$ cat src/hdl/irq_ctrl_pkg.sv
/*
 * constants shared by the interrupt enable/priority controller:
 * register offsets, field positions, reset values.
 * assumes a 32-bit axi4-lite register bus, one word per register.
 */
package irq_ctrl_pkg;
    localparam int          NUM_SRC        = 6;
    // register byte offsets
    localparam logic [7:0]  OFF_PRIORITY   = 8'hb8;
    localparam logic [7:0]  OFF_ENABLE     = 8'ha8;
    localparam logic [7:0]  OFF_STATUS     = 8'hc0;
    localparam logic [7:0]  OFF_MASK       = 8'hc4;
    localparam logic [7:0]  OFF_PENDING    = 8'hc8;
    localparam logic [7:0]  OFF_SERVICE    = 8'hcc;
    // field positions
    localparam int          BIT_EXT0       = 0;
    localparam int          BIT_TIMER0     = 1;
    localparam int          BIT_EXT1       = 2;
    localparam int          BIT_TIMER1     = 3;
    localparam int          BIT_SERIAL     = 4;
    localparam int          BIT_TIMER2     = 5;
    localparam int          BIT_RSVD       = 6;
    localparam int          BIT_GATE       = 7;
    localparam int          BIT_PRIO_OFF   = 7;
    // status / mask bits
    localparam int          ST_TAKEN_HI    = 0;
    localparam int          ST_TAKEN_LO    = 1;
    localparam int          ST_NEST        = 2;
    localparam int          ST_WIDTH       = 3;
    // reset values
    localparam logic [7:0]  RST_ENABLE     = 8'h00;
    localparam logic [7:0]  RST_PRIORITY   = 8'h00;
    localparam logic [2:0]  RST_MASK       = 3'h0;
    // axi responses
    localparam logic [1:0]  RESP_OKAY      = 2'h0;
    localparam logic [1:0]  RESP_SLVERR    = 2'h2;
endpackage

$ cat src/hdl/irq_arbiter.sv
/*
 * combinational selection of one interrupt source from the enabled
 * requests, in two priority levels with fixed order by index inside a level.
 * assumes requests already gated by the enable bits.
 */
`timescale 1ns/100ps
module irq_arbiter #(
    parameter int N = 6
) (
    // gated requests and levels
    input  wire logic [N-1:0] req,
    input  wire logic [N-1:0] high,
    input  wire logic         prio_off,
    // service state
    input  wire logic         in_hi,
    input  wire logic         in_lo,
    // selection
    output logic              grant_valid,
    output logic [N-1:0]      grant_onehot,
    output logic              grant_hi
);
    logic [N-1:0] hi_req;
    logic [N-1:0] lo_req;
    logic [N-1:0] pick;

    function automatic logic [N-1:0] first_set(input logic [N-1:0] v);
        logic [N-1:0] r;
        r = '0;
        for (int i = N - 1; i >= 0; i--) begin
            if (v[i]) begin
                r = '0;
                r[i] = 1'b1;
            end
        end
        return r;
    endfunction

    always_comb begin
        hi_req = prio_off ? '0 : (req & high);
        lo_req = prio_off ? req : (req & ~high);
        pick = '0;
        grant_hi = 1'b0;
        if (|hi_req && !in_hi) begin
            pick = first_set(hi_req);
            grant_hi = 1'b1;
        end else if (|lo_req && !in_hi && !in_lo) begin
            pick = first_set(lo_req);
        end
        grant_onehot = pick;
        grant_valid = |pick;
    end
endmodule

$ cat src/hdl/irq_enable_priority_ctrl.sv
/*
 * interrupt enable and priority controller with an axi4-lite register port.
 * assumes the core pulses ACK_IN when it takes the granted request and
 * RETI_IN when a service routine returns; one clock, synchronous reset.
 */
// Implementation choice: the AXI4-Lite register port.
`timescale 1ns/100ps
module irq_enable_priority_ctrl #(
    parameter int N = irq_ctrl_pkg::NUM_SRC
) (
    // clock and reset
    input  wire logic        MCLK,
    input  wire logic        RESET,
    // interrupt sources and core handshake
    input  wire logic [N-1:0] IRQ_SRC,
    input  wire logic        ACK_IN,
    input  wire logic        RETI_IN,
    output logic             IRQ_REQ,
    output logic [N-1:0]     IRQ_SEL,
    output logic             IRQ_HIGH,
    output logic             IRQ,
    // axi4-lite write
    input  wire logic [7:0]  S_AXI_AWADDR,
    input  wire logic        S_AXI_AWVALID,
    output logic             S_AXI_AWREADY,
    input  wire logic [31:0] S_AXI_WDATA,
    input  wire logic [3:0]  S_AXI_WSTRB,
    input  wire logic        S_AXI_WVALID,
    output logic             S_AXI_WREADY,
    output logic [1:0]       S_AXI_BRESP,
    output logic             S_AXI_BVALID,
    input  wire logic        S_AXI_BREADY,
    // axi4-lite read
    input  wire logic [7:0]  S_AXI_ARADDR,
    input  wire logic        S_AXI_ARVALID,
    output logic             S_AXI_ARREADY,
    output logic [31:0]      S_AXI_RDATA,
    output logic [1:0]       S_AXI_RRESP,
    output logic             S_AXI_RVALID,
    input  wire logic        S_AXI_RREADY
);
    logic [7:0]   irq_enable_reg_r, irq_enable_reg_nxt;
    logic [7:0]   irq_priority_reg_r, irq_priority_reg_nxt;
    logic [2:0]   status_r, status_nxt;
    logic [2:0]   mask_r, mask_nxt;
    logic         in_hi_r, in_hi_nxt;
    logic         in_lo_r, in_lo_nxt;
    logic         req_r, req_nxt;
    logic [N-1:0] sel_r, sel_nxt;
    logic         high_r, high_nxt;
    logic         irq_r, irq_nxt;
    logic         aw_hold_r, aw_hold_nxt;
    logic         w_hold_r, w_hold_nxt;
    logic [7:0]   aw_addr_r, aw_addr_nxt;
    logic [31:0]  w_data_r, w_data_nxt;
    logic         w_strb0_r, w_strb0_nxt;
    logic         bvalid_r, bvalid_nxt;
    logic [1:0]   bresp_r, bresp_nxt;
    logic         rvalid_r, rvalid_nxt;
    logic [1:0]   rresp_r, rresp_nxt;
    logic [31:0]  rdata_r, rdata_nxt;
    logic         awready_r, awready_nxt;
    logic         wready_r, wready_nxt;
    logic         arready_r, arready_nxt;

    logic         global_irq_gate;
    logic         priority_circuit_off;
    logic [N-1:0] gated;
    logic         grant_valid;
    logic [N-1:0] grant_onehot;
    logic         grant_hi;
    logic         do_write;
    logic         do_read;

    function automatic logic known(input logic [7:0] a);
        return a == irq_ctrl_pkg::OFF_PRIORITY || a == irq_ctrl_pkg::OFF_ENABLE ||
               a == irq_ctrl_pkg::OFF_STATUS || a == irq_ctrl_pkg::OFF_MASK ||
               a == irq_ctrl_pkg::OFF_PENDING || a == irq_ctrl_pkg::OFF_SERVICE;
    endfunction

    assign global_irq_gate      = irq_enable_reg_r[irq_ctrl_pkg::BIT_GATE];
    assign priority_circuit_off = irq_priority_reg_r[irq_ctrl_pkg::BIT_PRIO_OFF];
    assign gated = global_irq_gate ? (IRQ_SRC & irq_enable_reg_r[N-1:0]) : '0;

    irq_arbiter #(.N(N)) u_arb (
        .req          (gated),
        .high         (irq_priority_reg_r[N-1:0]),
        .prio_off     (priority_circuit_off),
        .in_hi        (in_hi_r),
        .in_lo        (in_lo_r),
        .grant_valid  (grant_valid),
        .grant_onehot (grant_onehot),
        .grant_hi     (grant_hi)
    );

    // request offer and service nesting
    always_comb begin
        req_nxt   = grant_valid;
        sel_nxt   = grant_onehot;
        high_nxt  = grant_hi;
        in_hi_nxt = in_hi_r;
        in_lo_nxt = in_lo_r;
        status_nxt = status_r;
        if (ACK_IN && req_r) begin
            if (high_r) begin
                in_hi_nxt = 1'b1;
                status_nxt[irq_ctrl_pkg::ST_TAKEN_HI] = 1'b1;
                if (in_lo_r) begin
                    status_nxt[irq_ctrl_pkg::ST_NEST] = 1'b1;
                end
            end else begin
                in_lo_nxt = 1'b1;
                status_nxt[irq_ctrl_pkg::ST_TAKEN_LO] = 1'b1;
            end
            // taken offer leaves no stale selection or level behind
            req_nxt  = 1'b0;
            sel_nxt  = '0;
            high_nxt = 1'b0;
        end else if (RETI_IN) begin
            if (in_hi_r) begin
                in_hi_nxt = 1'b0;
            end else begin
                in_lo_nxt = 1'b0;
            end
        end
        if (priority_circuit_off) begin
            in_hi_nxt = 1'b0;
        end
        // write-one-to-clear, set wins only where the bit was clear before
        if (do_write && w_strb0_nxt && aw_addr_nxt == irq_ctrl_pkg::OFF_STATUS) begin
            status_nxt = status_nxt & ~(w_data_nxt[2:0] & ~(status_nxt ^ status_r));
        end
        irq_nxt = |(status_nxt & mask_nxt);
    end

    // axi write/read channels and registers
    always_comb begin
        aw_hold_nxt = aw_hold_r;
        w_hold_nxt  = w_hold_r;
        aw_addr_nxt = aw_addr_r;
        w_data_nxt  = w_data_r;
        w_strb0_nxt = w_strb0_r;
        bvalid_nxt  = bvalid_r && !S_AXI_BREADY;
        bresp_nxt   = bresp_r;
        rvalid_nxt  = rvalid_r && !S_AXI_RREADY;
        rresp_nxt   = rresp_r;
        rdata_nxt   = rdata_r;
        irq_enable_reg_nxt   = irq_enable_reg_r;
        irq_priority_reg_nxt = irq_priority_reg_r;
        mask_nxt    = mask_r;
        if (S_AXI_AWVALID && !aw_hold_r) begin
            aw_hold_nxt = 1'b1;
            aw_addr_nxt = S_AXI_AWADDR;
        end
        if (S_AXI_WVALID && !w_hold_r) begin
            w_hold_nxt  = 1'b1;
            w_data_nxt  = S_AXI_WDATA;
            w_strb0_nxt = S_AXI_WSTRB[0];
        end
        do_write = aw_hold_r && w_hold_r && !bvalid_r;
        if (do_write) begin
            aw_hold_nxt = 1'b0;
            w_hold_nxt  = 1'b0;
            bvalid_nxt  = 1'b1;
            bresp_nxt   = known(aw_addr_r) ? irq_ctrl_pkg::RESP_OKAY : irq_ctrl_pkg::RESP_SLVERR;
            if (w_strb0_r) begin
                unique case (aw_addr_r)
                    irq_ctrl_pkg::OFF_ENABLE:   irq_enable_reg_nxt = w_data_r[7:0];
                    irq_ctrl_pkg::OFF_PRIORITY: irq_priority_reg_nxt = w_data_r[7:0];
                    irq_ctrl_pkg::OFF_MASK:     mask_nxt = w_data_r[2:0];
                    default: ;
                endcase
            end
        end
        do_read = S_AXI_ARVALID && !rvalid_r;
        if (do_read) begin
            rvalid_nxt = 1'b1;
            rresp_nxt  = known(S_AXI_ARADDR) ? irq_ctrl_pkg::RESP_OKAY
                                            : irq_ctrl_pkg::RESP_SLVERR;
            rdata_nxt  = 32'h0000_0000;
            unique case (S_AXI_ARADDR)
                irq_ctrl_pkg::OFF_ENABLE:
                    rdata_nxt[7:0] = irq_enable_reg_r | 8'h40;
                irq_ctrl_pkg::OFF_PRIORITY:
                    rdata_nxt[7:0] = irq_priority_reg_r | 8'h40;
                irq_ctrl_pkg::OFF_STATUS:  rdata_nxt[2:0] = status_r;
                irq_ctrl_pkg::OFF_MASK:    rdata_nxt[2:0] = mask_r;
                irq_ctrl_pkg::OFF_PENDING: rdata_nxt[N-1:0] = gated;
                irq_ctrl_pkg::OFF_SERVICE: rdata_nxt[1:0] = {in_hi_r, in_lo_r};
                default: ;
            endcase
        end
        awready_nxt = !aw_hold_nxt;
        wready_nxt  = !w_hold_nxt;
        arready_nxt = !rvalid_nxt;
    end

    always_ff @(posedge MCLK) begin
        if (RESET) begin
            irq_enable_reg_r   <= irq_ctrl_pkg::RST_ENABLE;
            irq_priority_reg_r <= irq_ctrl_pkg::RST_PRIORITY;
            status_r  <= 3'h0;
            mask_r    <= irq_ctrl_pkg::RST_MASK;
            in_hi_r   <= 1'b0;
            in_lo_r   <= 1'b0;
            req_r     <= 1'b0;
            sel_r     <= '0;
            high_r    <= 1'b0;
            irq_r     <= 1'b0;
            aw_hold_r <= 1'b0;
            w_hold_r  <= 1'b0;
            aw_addr_r <= 8'h00;
            w_data_r  <= 32'h0000_0000;
            w_strb0_r <= 1'b0;
            bvalid_r  <= 1'b0;
            bresp_r   <= 2'h0;
            rvalid_r  <= 1'b0;
            rresp_r   <= 2'h0;
            rdata_r   <= 32'h0000_0000;
            awready_r <= 1'b1;
            wready_r  <= 1'b1;
            arready_r <= 1'b1;
        end else begin
            irq_enable_reg_r   <= irq_enable_reg_nxt;
            irq_priority_reg_r <= irq_priority_reg_nxt;
            status_r  <= status_nxt;
            mask_r    <= mask_nxt;
            in_hi_r   <= in_hi_nxt;
            in_lo_r   <= in_lo_nxt;
            req_r     <= req_nxt;
            sel_r     <= sel_nxt;
            high_r    <= high_nxt;
            irq_r     <= irq_nxt;
            aw_hold_r <= aw_hold_nxt;
            w_hold_r  <= w_hold_nxt;
            aw_addr_r <= aw_addr_nxt;
            w_data_r  <= w_data_nxt;
            w_strb0_r <= w_strb0_nxt;
            bvalid_r  <= bvalid_nxt;
            bresp_r   <= bresp_nxt;
            rvalid_r  <= rvalid_nxt;
            rresp_r   <= rresp_nxt;
            rdata_r   <= rdata_nxt;
            awready_r <= awready_nxt;
            wready_r  <= wready_nxt;
            arready_r <= arready_nxt;
        end
    end

    assign IRQ_REQ       = req_r;
    assign IRQ_SEL       = sel_r;
    assign IRQ_HIGH      = high_r;
    assign IRQ           = irq_r;
    assign S_AXI_AWREADY = awready_r;
    assign S_AXI_WREADY  = wready_r;
    assign S_AXI_BVALID  = bvalid_r;
    assign S_AXI_BRESP   = bresp_r;
    assign S_AXI_ARREADY = arready_r;
    assign S_AXI_RVALID  = rvalid_r;
    assign S_AXI_RRESP   = rresp_r;
    assign S_AXI_RDATA   = rdata_r;
endmodule

$ cat config.mk
export PLATFORM = sky130hd
export DESIGN_NAME = irq_enable_priority_ctrl
export DESIGN_NICKNAME = d
export VERILOG_FILES = /design/src/hdl/irq_ctrl_pkg.sv /design/src/hdl/irq_arbiter.sv /design/src/hdl/irq_enable_priority_ctrl.sv
export SDC_FILE = /design/constraint.sdc
export NUM_CORES = 1
export LEC_CHECK = 0
export BUFFER_PORTS_ARGS = -buffer_cell sky130_fd_sc_hd__buf_2
export CORE_UTILIZATION = 51
export CTS_BUF_LIST = sky130_fd_sc_hd__clkbuf_8
export DETAILED_ROUTE_END_ITERATION = 16
export MAX_ROUTING_LAYER = met4
export PLACE_DENSITY_LB_ADDON = 0.08
export SYNTH_ARGS = -nofsm -noshare
export SYNTH_HDL_FRONTEND = slang
export SYNTH_SLANG_ARGS = --single-unit
$ cat constraint.sdc
create_clock -name MCLK -period 2.2 [get_ports MCLK]
set_input_delay 0.44 -clock MCLK [delete_from_list [all_inputs] [get_ports MCLK]]
set_output_delay 0.44 -clock MCLK [all_outputs]
set_load 0.02 [all_outputs]
# Yosys cells after proc, flatten, opt, wreduce, memory -nomap -nowiden
# Index checks and enable logic that the tools add are counted.
dict set report word_totals {
  out_inout_bits 50
  elab_cells 144
  reg_bits 69
}
dict set report classes {
  bitwise_logic 10
  n_mux 49
  n_reduce_logical 45
  eq_ne 16
}
# operator n
set ops {}
lappend ops {{== test 8 bit, second input constant} 13}
lappend ops {{2-to-1 mux 6 bit} 17}
lappend ops {{2-to-1 mux 1 bit} 19}
lappend ops {{AND 6 bit} 3}
lappend ops {{2-to-1 mux 3 bit} 6}
lappend ops {{OR reduction 6 bit} 3}
lappend ops {{logical AND 1 bit} 13}
lappend ops {{one-hot mux 2 bit (6 select lines)} 1}
lappend ops {{zero test 1 bit} 11}
lappend ops {{logical OR 1 bit} 10}
lappend ops {{AND 3 bit} 3}
lappend ops {{one-hot mux 3 bit (3 select lines)} 1}
lappend ops {{AND reduction 3 bit} 3}
lappend ops {{2-to-1 mux 8 bit} 1}
lappend ops {{inverter 3 bit} 2}
lappend ops {{inverter 6 bit} 1}
lappend ops {{one-hot mux 1 bit (5 select lines)} 1}
lappend ops {{2-to-1 mux 2 bit} 2}
lappend ops {{inequality test 2 bit, second input constant} 2}
lappend ops {{one-hot mux 2 bit (2 select lines)} 1}
lappend ops {{OR reduction 2 bit} 2}
lappend ops {{OR reduction 3 bit} 1}
lappend ops {{XOR 3 bit} 1}
lappend ops {{inequality test 2 x 1 -> 1 bit, second input constant} 1}
lappend ops {{other kinds (2)} 2}

# Logic depth before layout (Yosys ltp)
dict set report depth {
  ltp_word 13
  mapped_depth 7
}

# Cells and area by module
# Synthesis repeated with hierarchy kept, for this count alone.
dict set report unflattened {
  hier_cells 353
  area_unflattened_um2 3095.5
}
# module area_each_um2 n_inst cells_per_inst seq_area_each_um2
set modules_own_cells {}
lappend modules_own_cells {irq_enable_priority_ctrl 2783.9 1 304 1281.2}
lappend modules_own_cells {irq_arbiter 311.5 1 49 0.0}

# Least setup slack after synthesis
# Ideal clock, no wire load.
dict set report synth_timing {
  path_type {register -> register}
  startpoint {register bvalid_r (netlist: S_AXI_BVALID)}
  endpoint {register irq_r (netlist: IRQ)}
  setup_time_ps 120
  required_ps 2080
  synth_period_minus_slack_ps 1751
  arrival_time_ps 1631
  path_slack_ps 449
  path_stages_with_launch 8
  cell_sequence {dfxtp_1 > and3b_1 > buf_2 > and3_1 > and3_1 > mux2i_1 > nor2_1 > a211o_1}
}
dict set report synth_between {
  elab_chain_cells 7
  word_cells_on_any_way 8
  classes_between {mux (2); bitwise (1); reduce/logical (5)}
}
# element line
set synth_rtl {}
lappend synth_rtl {{from (decl)} irq_enable_priority_ctrl.sv:57} ;# logic bvalid_r, bvalid_nxt;
lappend synth_rtl {{from (signal assigned)} irq_enable_priority_ctrl.sv:239} ;# bvalid_r <= bvalid_nxt;
lappend synth_rtl {{zero test 1 bit *} irq_enable_priority_ctrl.sv:160} ;# do_write = aw_hold_r && w_hold_r && !bvalid_r;
lappend synth_rtl {{logical AND 1 bit *} irq_enable_priority_ctrl.sv:160}
lappend synth_rtl {{logical AND 1 bit (2 in series)} irq_enable_priority_ctrl.sv:130} ;# if (do_write && w_strb0_nxt && aw_addr_nxt == irq_ctrl_pkg::OFF_STATUS) begin
lappend synth_rtl {{2-to-1 mux 3 bit} irq_enable_priority_ctrl.sv:130}
lappend synth_rtl {{AND 3 bit *} irq_enable_priority_ctrl.sv:133} ;# irq_nxt = |(status_nxt & mask_nxt);
lappend synth_rtl {{OR reduction 3 bit *} irq_enable_priority_ctrl.sv:133}
lappend synth_rtl {{to (signal assigned)} irq_enable_priority_ctrl.sv:233} ;# irq_r <= irq_nxt;
lappend synth_rtl {{to (decl)} irq_enable_priority_ctrl.sv:51} ;# logic irq_r, irq_nxt;
# Mark *: on every way between the ends. The rest lies on a longest branch, timed or not.
# A chain may end at the register's enable or synchronous reset.

# Worst setup path after layout
dict set report layout_timing {
  startpoint {register irq_priority_reg_r[7]}
  endpoint {register req_r (netlist: IRQ_REQ)}
}
dict set report layout_between {
  elab_chain_cells 10
  word_cells_on_any_way 22
  classes_between {mux (16); reduce/logical (6)}
}
# element line
set layout_rtl {}
lappend layout_rtl {{from (decl)} irq_enable_priority_ctrl.sv:43} ;# logic [7:0] irq_priority_reg_r, irq_priority_reg_nxt;
lappend layout_rtl {{from (signal assigned)} irq_enable_priority_ctrl.sv:201} ;# irq_priority_reg_r <= irq_ctrl_pkg::RST_PRIORITY;
lappend layout_rtl {{from (signal assigned)} irq_enable_priority_ctrl.sv:225} ;# irq_priority_reg_r <= irq_priority_reg_nxt;
lappend layout_rtl {{2-to-1 mux 6 bit} irq_arbiter.sv:40} ;# lo_req = prio_off ? req : (req & ~high);
lappend layout_rtl {{2-to-1 mux 6 bit (6 in series)} irq_arbiter.sv:30} ;# if (v[i]) begin
lappend layout_rtl {{2-to-1 mux 6 bit} irq_arbiter.sv:46} ;# end else if (|lo_req && !in_hi && !in_lo) begin
lappend layout_rtl {{2-to-1 mux 6 bit *} irq_arbiter.sv:43} ;# if (|hi_req && !in_hi) begin
lappend layout_rtl {{OR reduction 6 bit *} irq_arbiter.sv:50} ;# grant_valid = |pick;
lappend layout_rtl {{to (signal assigned)} irq_enable_priority_ctrl.sv:230} ;# req_r <= req_nxt;
lappend layout_rtl {{to (decl)} irq_enable_priority_ctrl.sv:48} ;# logic req_r, req_nxt;
# Marks and branches as above.

==> run metrics <==
hpwl dp 5240 um; required time of the critical path 2.45 ns; share of synthesized area occupied by flip-flops and latches 0.418; number of placed I/O pins 117; setup repair after global routing missed its margin false; routability cong. 0.849; Synth area leader sky130_fd_sc_hd__dfxtp_1; Num Clock Sinks 64; fraction of power consumed by combinational cells 0.103; TritonCTS clock tree built; overall overflow remaining after global route 0; startpoint of the worst hold path S_AXI_RREADY; DIE WIDTH 79.6 um; global-route total usage across every layer 0.241; Synth Area per Inst 9.05 um2; Hold WS 0.328 ns; Post-synth top flop sky130_fd_sc_hd__dfxtp_1; worst setup skew after layout 0.00391 ns; library cell appearing most often on the critical path sky130_fd_sc_hd__nor2b_1; share of the clock period used by the worst path 0.869; Pint 1.83 mW; Netlist Area Pre-Place 0.00307 mm2; power density relative to cell area 693 mW/mm2; total via count after detailed routing 2573; sequential group share of total power 0.500; switching share of power 0.255; Avg WL per Cell 14.5 um; fraction of post-synthesis cell area in the top cell type by area 0.418; Synth-to-Final Area Change 15.4%; clock group share of total power 0.397; highest-delay cell along the critical path sky130_fd_sc_hd__dfxtp_1; Hold Path Class in2reg; Setup CP Type reg2reg; crit path max fanout 7; crit path time final 1.91 ns; Clock Latency Late Sink 0.34 ns; Antenna Diode Count 0; Die Ht 79.6 um; count of endpoints failing setup in the final report 0; maximum vdd ir drop 527 uV; Setup crit start kind flop; area of the die 0.00633 mm2; H-tree depth reported by CTS 3; final WL 6980 um; maxcap violations 0; run status complete, no violations; row count 27; number of iterations in the first detailed-routing pass 5; via count of the first global-routing pass 2380; number of warnings printed during yosys synthesis 0; clock-pin slew of the registers on the worst-case setup and hold paths 0.07 ns; Leakage Power 1.59 nW; worst setup slack for register-to-register paths 0.29 ns; EDFF count, synth 0; fmax 523 MHz; share of cells above drive strength 1 0.230; kind of end point of the critical path flop; drt first-iter violations 160; proportion of synthesized flip-flops having asynchronous set or reset 0; library cell used as clock root buffer sky130_fd_sc_hd__clkbuf_8; setup_tns 0 ns; depth of the worst register-to-register path 6; initial antenna violation count 0; endpoint of the worst-slack reg-to-reg timing path IRQ_REQ; detailed-route vias per instance 5.35; antenna violation net count after detailed routing 0; logic depth of the worst path, buffers included 6; WP data arrival 2.16 ns; total count of max-transition violations in the final report 0; net count of the finished layout 472; kind of cell adding the most delay to the critical path simple AND/OR/NAND/NOR gates; CTS Buf Count 9; number of synthesized register bits 64; largest net degree at the start of global routing 32; maximum count of clock buffers along a single path 2; start point of the critical path irq_priority_reg_r[7]; Netlist cell types 52; placed cells 466; synth cell count leaders sky130_fd_sc_hd__dfxtp_1, sky130_fd_sc_hd__nor2_1, sky130_fd_sc_hd__mux2i_1, sky130_fd_sc_hd__buf_4, sky130_fd_sc_hd__nand2_1; launch instance of the worst register-to-register path irq_priority_reg_r[7]; number of cells in the finished layout apart from fillers 481; net switching component of the power 0.625 mW; core area 0.00564 mm2; DRC violations left 0; maximum single-stage delay on the critical path 0.49 ns; top area cells in the synthesized netlist sky130_fd_sc_hd__dfxtp_1, sky130_fd_sc_hd__mux2i_1, sky130_fd_sc_hd__buf_4; total power consumption of the routed design 2.45 mW; number of failing hold endpoints at the final stage 0; most common cell in the netlist sky130_fd_sc_hd__dfxtp_1; worst-path cell chain nor2b_1 > a41oi_1 > nor2b_1 > nand2_1 > or3_1 > o221ai_1; destination of the critical timing path IRQ_REQ; Mapped Cells 339; Initial Util 0.544; IO Port Bufs 62; first-pass GRT wire length 11200 um; Buffers & Inverters on Critical Path 0
[per-layer routing]
layer / global-route usage / up-vias / wire, um
met3: 0.0480 / 8 / 413
met1: 0.316 / 1197 / 3290
li1: - / 1277 / -
met4: 0.105 / 0 / 78
met5: - / - / 0
met2: 0.359 / 91 / 3200
[worst register-to-register path, stage by stage (launching register included)]
cell                       delay (ns)
sky130_fd_sc_hd__dfxtp_1         0.49
sky130_fd_sc_hd__nor2b_1         0.11
sky130_fd_sc_hd__a41oi_1         0.36
sky130_fd_sc_hd__nor2b_1         0.27
sky130_fd_sc_hd__nand2_1         0.09
sky130_fd_sc_hd__or3_1           0.40
sky130_fd_sc_hd__o221ai_1        0.10
[worst min-delay path by stage]
stage | cells past startpoint | slack (ns) | endpoint
after global placement | 2 | 0.44 | S_AXI_RRESP[1]
after global routing | 3 | 0.33 | aw_addr_r[5]
after floorplan | 2 | 0.44 | S_AXI_RDATA[1]
after CTS | 2 | 0.33 | S_AXI_ARREADY
after detailed placement | 2 | 0.44 | S_AXI_RRESP[1]
final | 2 | 0.33 | S_AXI_ARREADY
[power groups by stage]
stage               registers, mW  clock network (mW)  logic, mW
floorplan                    1.27                   0      0.182
global route                 1.23                1.04      0.278
CTS                          1.23               0.991      0.252
global placement             1.25                   0      0.248
finish                       1.23               0.975      0.252
detailed placement           1.25                   0      0.252
[cell families after synthesis]
family / count (synthesis) / synth area share
AOI/OAI and AO/OA: 47 / 0.104
buffers and inverters: 49 / 0.0983
and+or+nand+nor: 137 / 0.245
other: 1 / 0.00122
DFF: 64 / 0.418
muxes: 41 / 0.134
[through the flow]
stage / setup WS, ns / cell area [um2] / utilization
after global placement: 0.278 / 3350 / 0.594
after detailed placement: 0.189 / 3350 / 0.594
after global routing: 0.225 / 3540 / 0.627
final: 0.288 / 3540 / 0.627
after floorplan: 0.449 / 3160 / -
after CTS: 0.171 / 3540 / 0.627
[registers in the layout (all words and copies together) (netlist names), 3 cells and up]
name and count:
IRQ_SEL 6, S_AXI_RDATA 8, aw_addr_r 8, irq_enable_reg_r 7
irq_priority_reg_r 7, mask_r 3, status_r 3, w_data_r 7
[cell type report]
class | count | area, um2
timing repair buffer | 69 | 363
fill | 534 | 2100
sequential | 64 | 1280
clock inverter | 5 | 50.0
clock buffer | 10 | 138
tap | 72 | 90.1
multi-input combinational | 251 | 1580
inverter | 10 | 37.5
[what timing repair did]
action,in CTS,in global routing
gates resized for setup,0,1
buffers inserted,0,0
endpoints found under the setup margin,0,1
hold buffers,0,0
[cells in the final DEF (no fill, tap or decap), drive strengths merged, types with 4 or more instances in the layout]
| cell type | n |
|---|---|
| mux2i | 41 |
| clkbuf | 10 |
| nor3b | 4 |
| nand3 | 9 |
| dfxtp | 64 |
| nand2 | 17 |
| conb | 26 |
| inv | 12 |
| nor2 | 54 |
| nand4 | 4 |
| a32oi | 4 |
| or3 | 4 |
| a211oi | 7 |
| nand2b | 5 |
| nor3 | 15 |
| o22ai | 5 |
| nor2b | 8 |
| a21oi | 14 |
| buf | 69 |
Note: power is estimated with default switching activity, not from simulation.
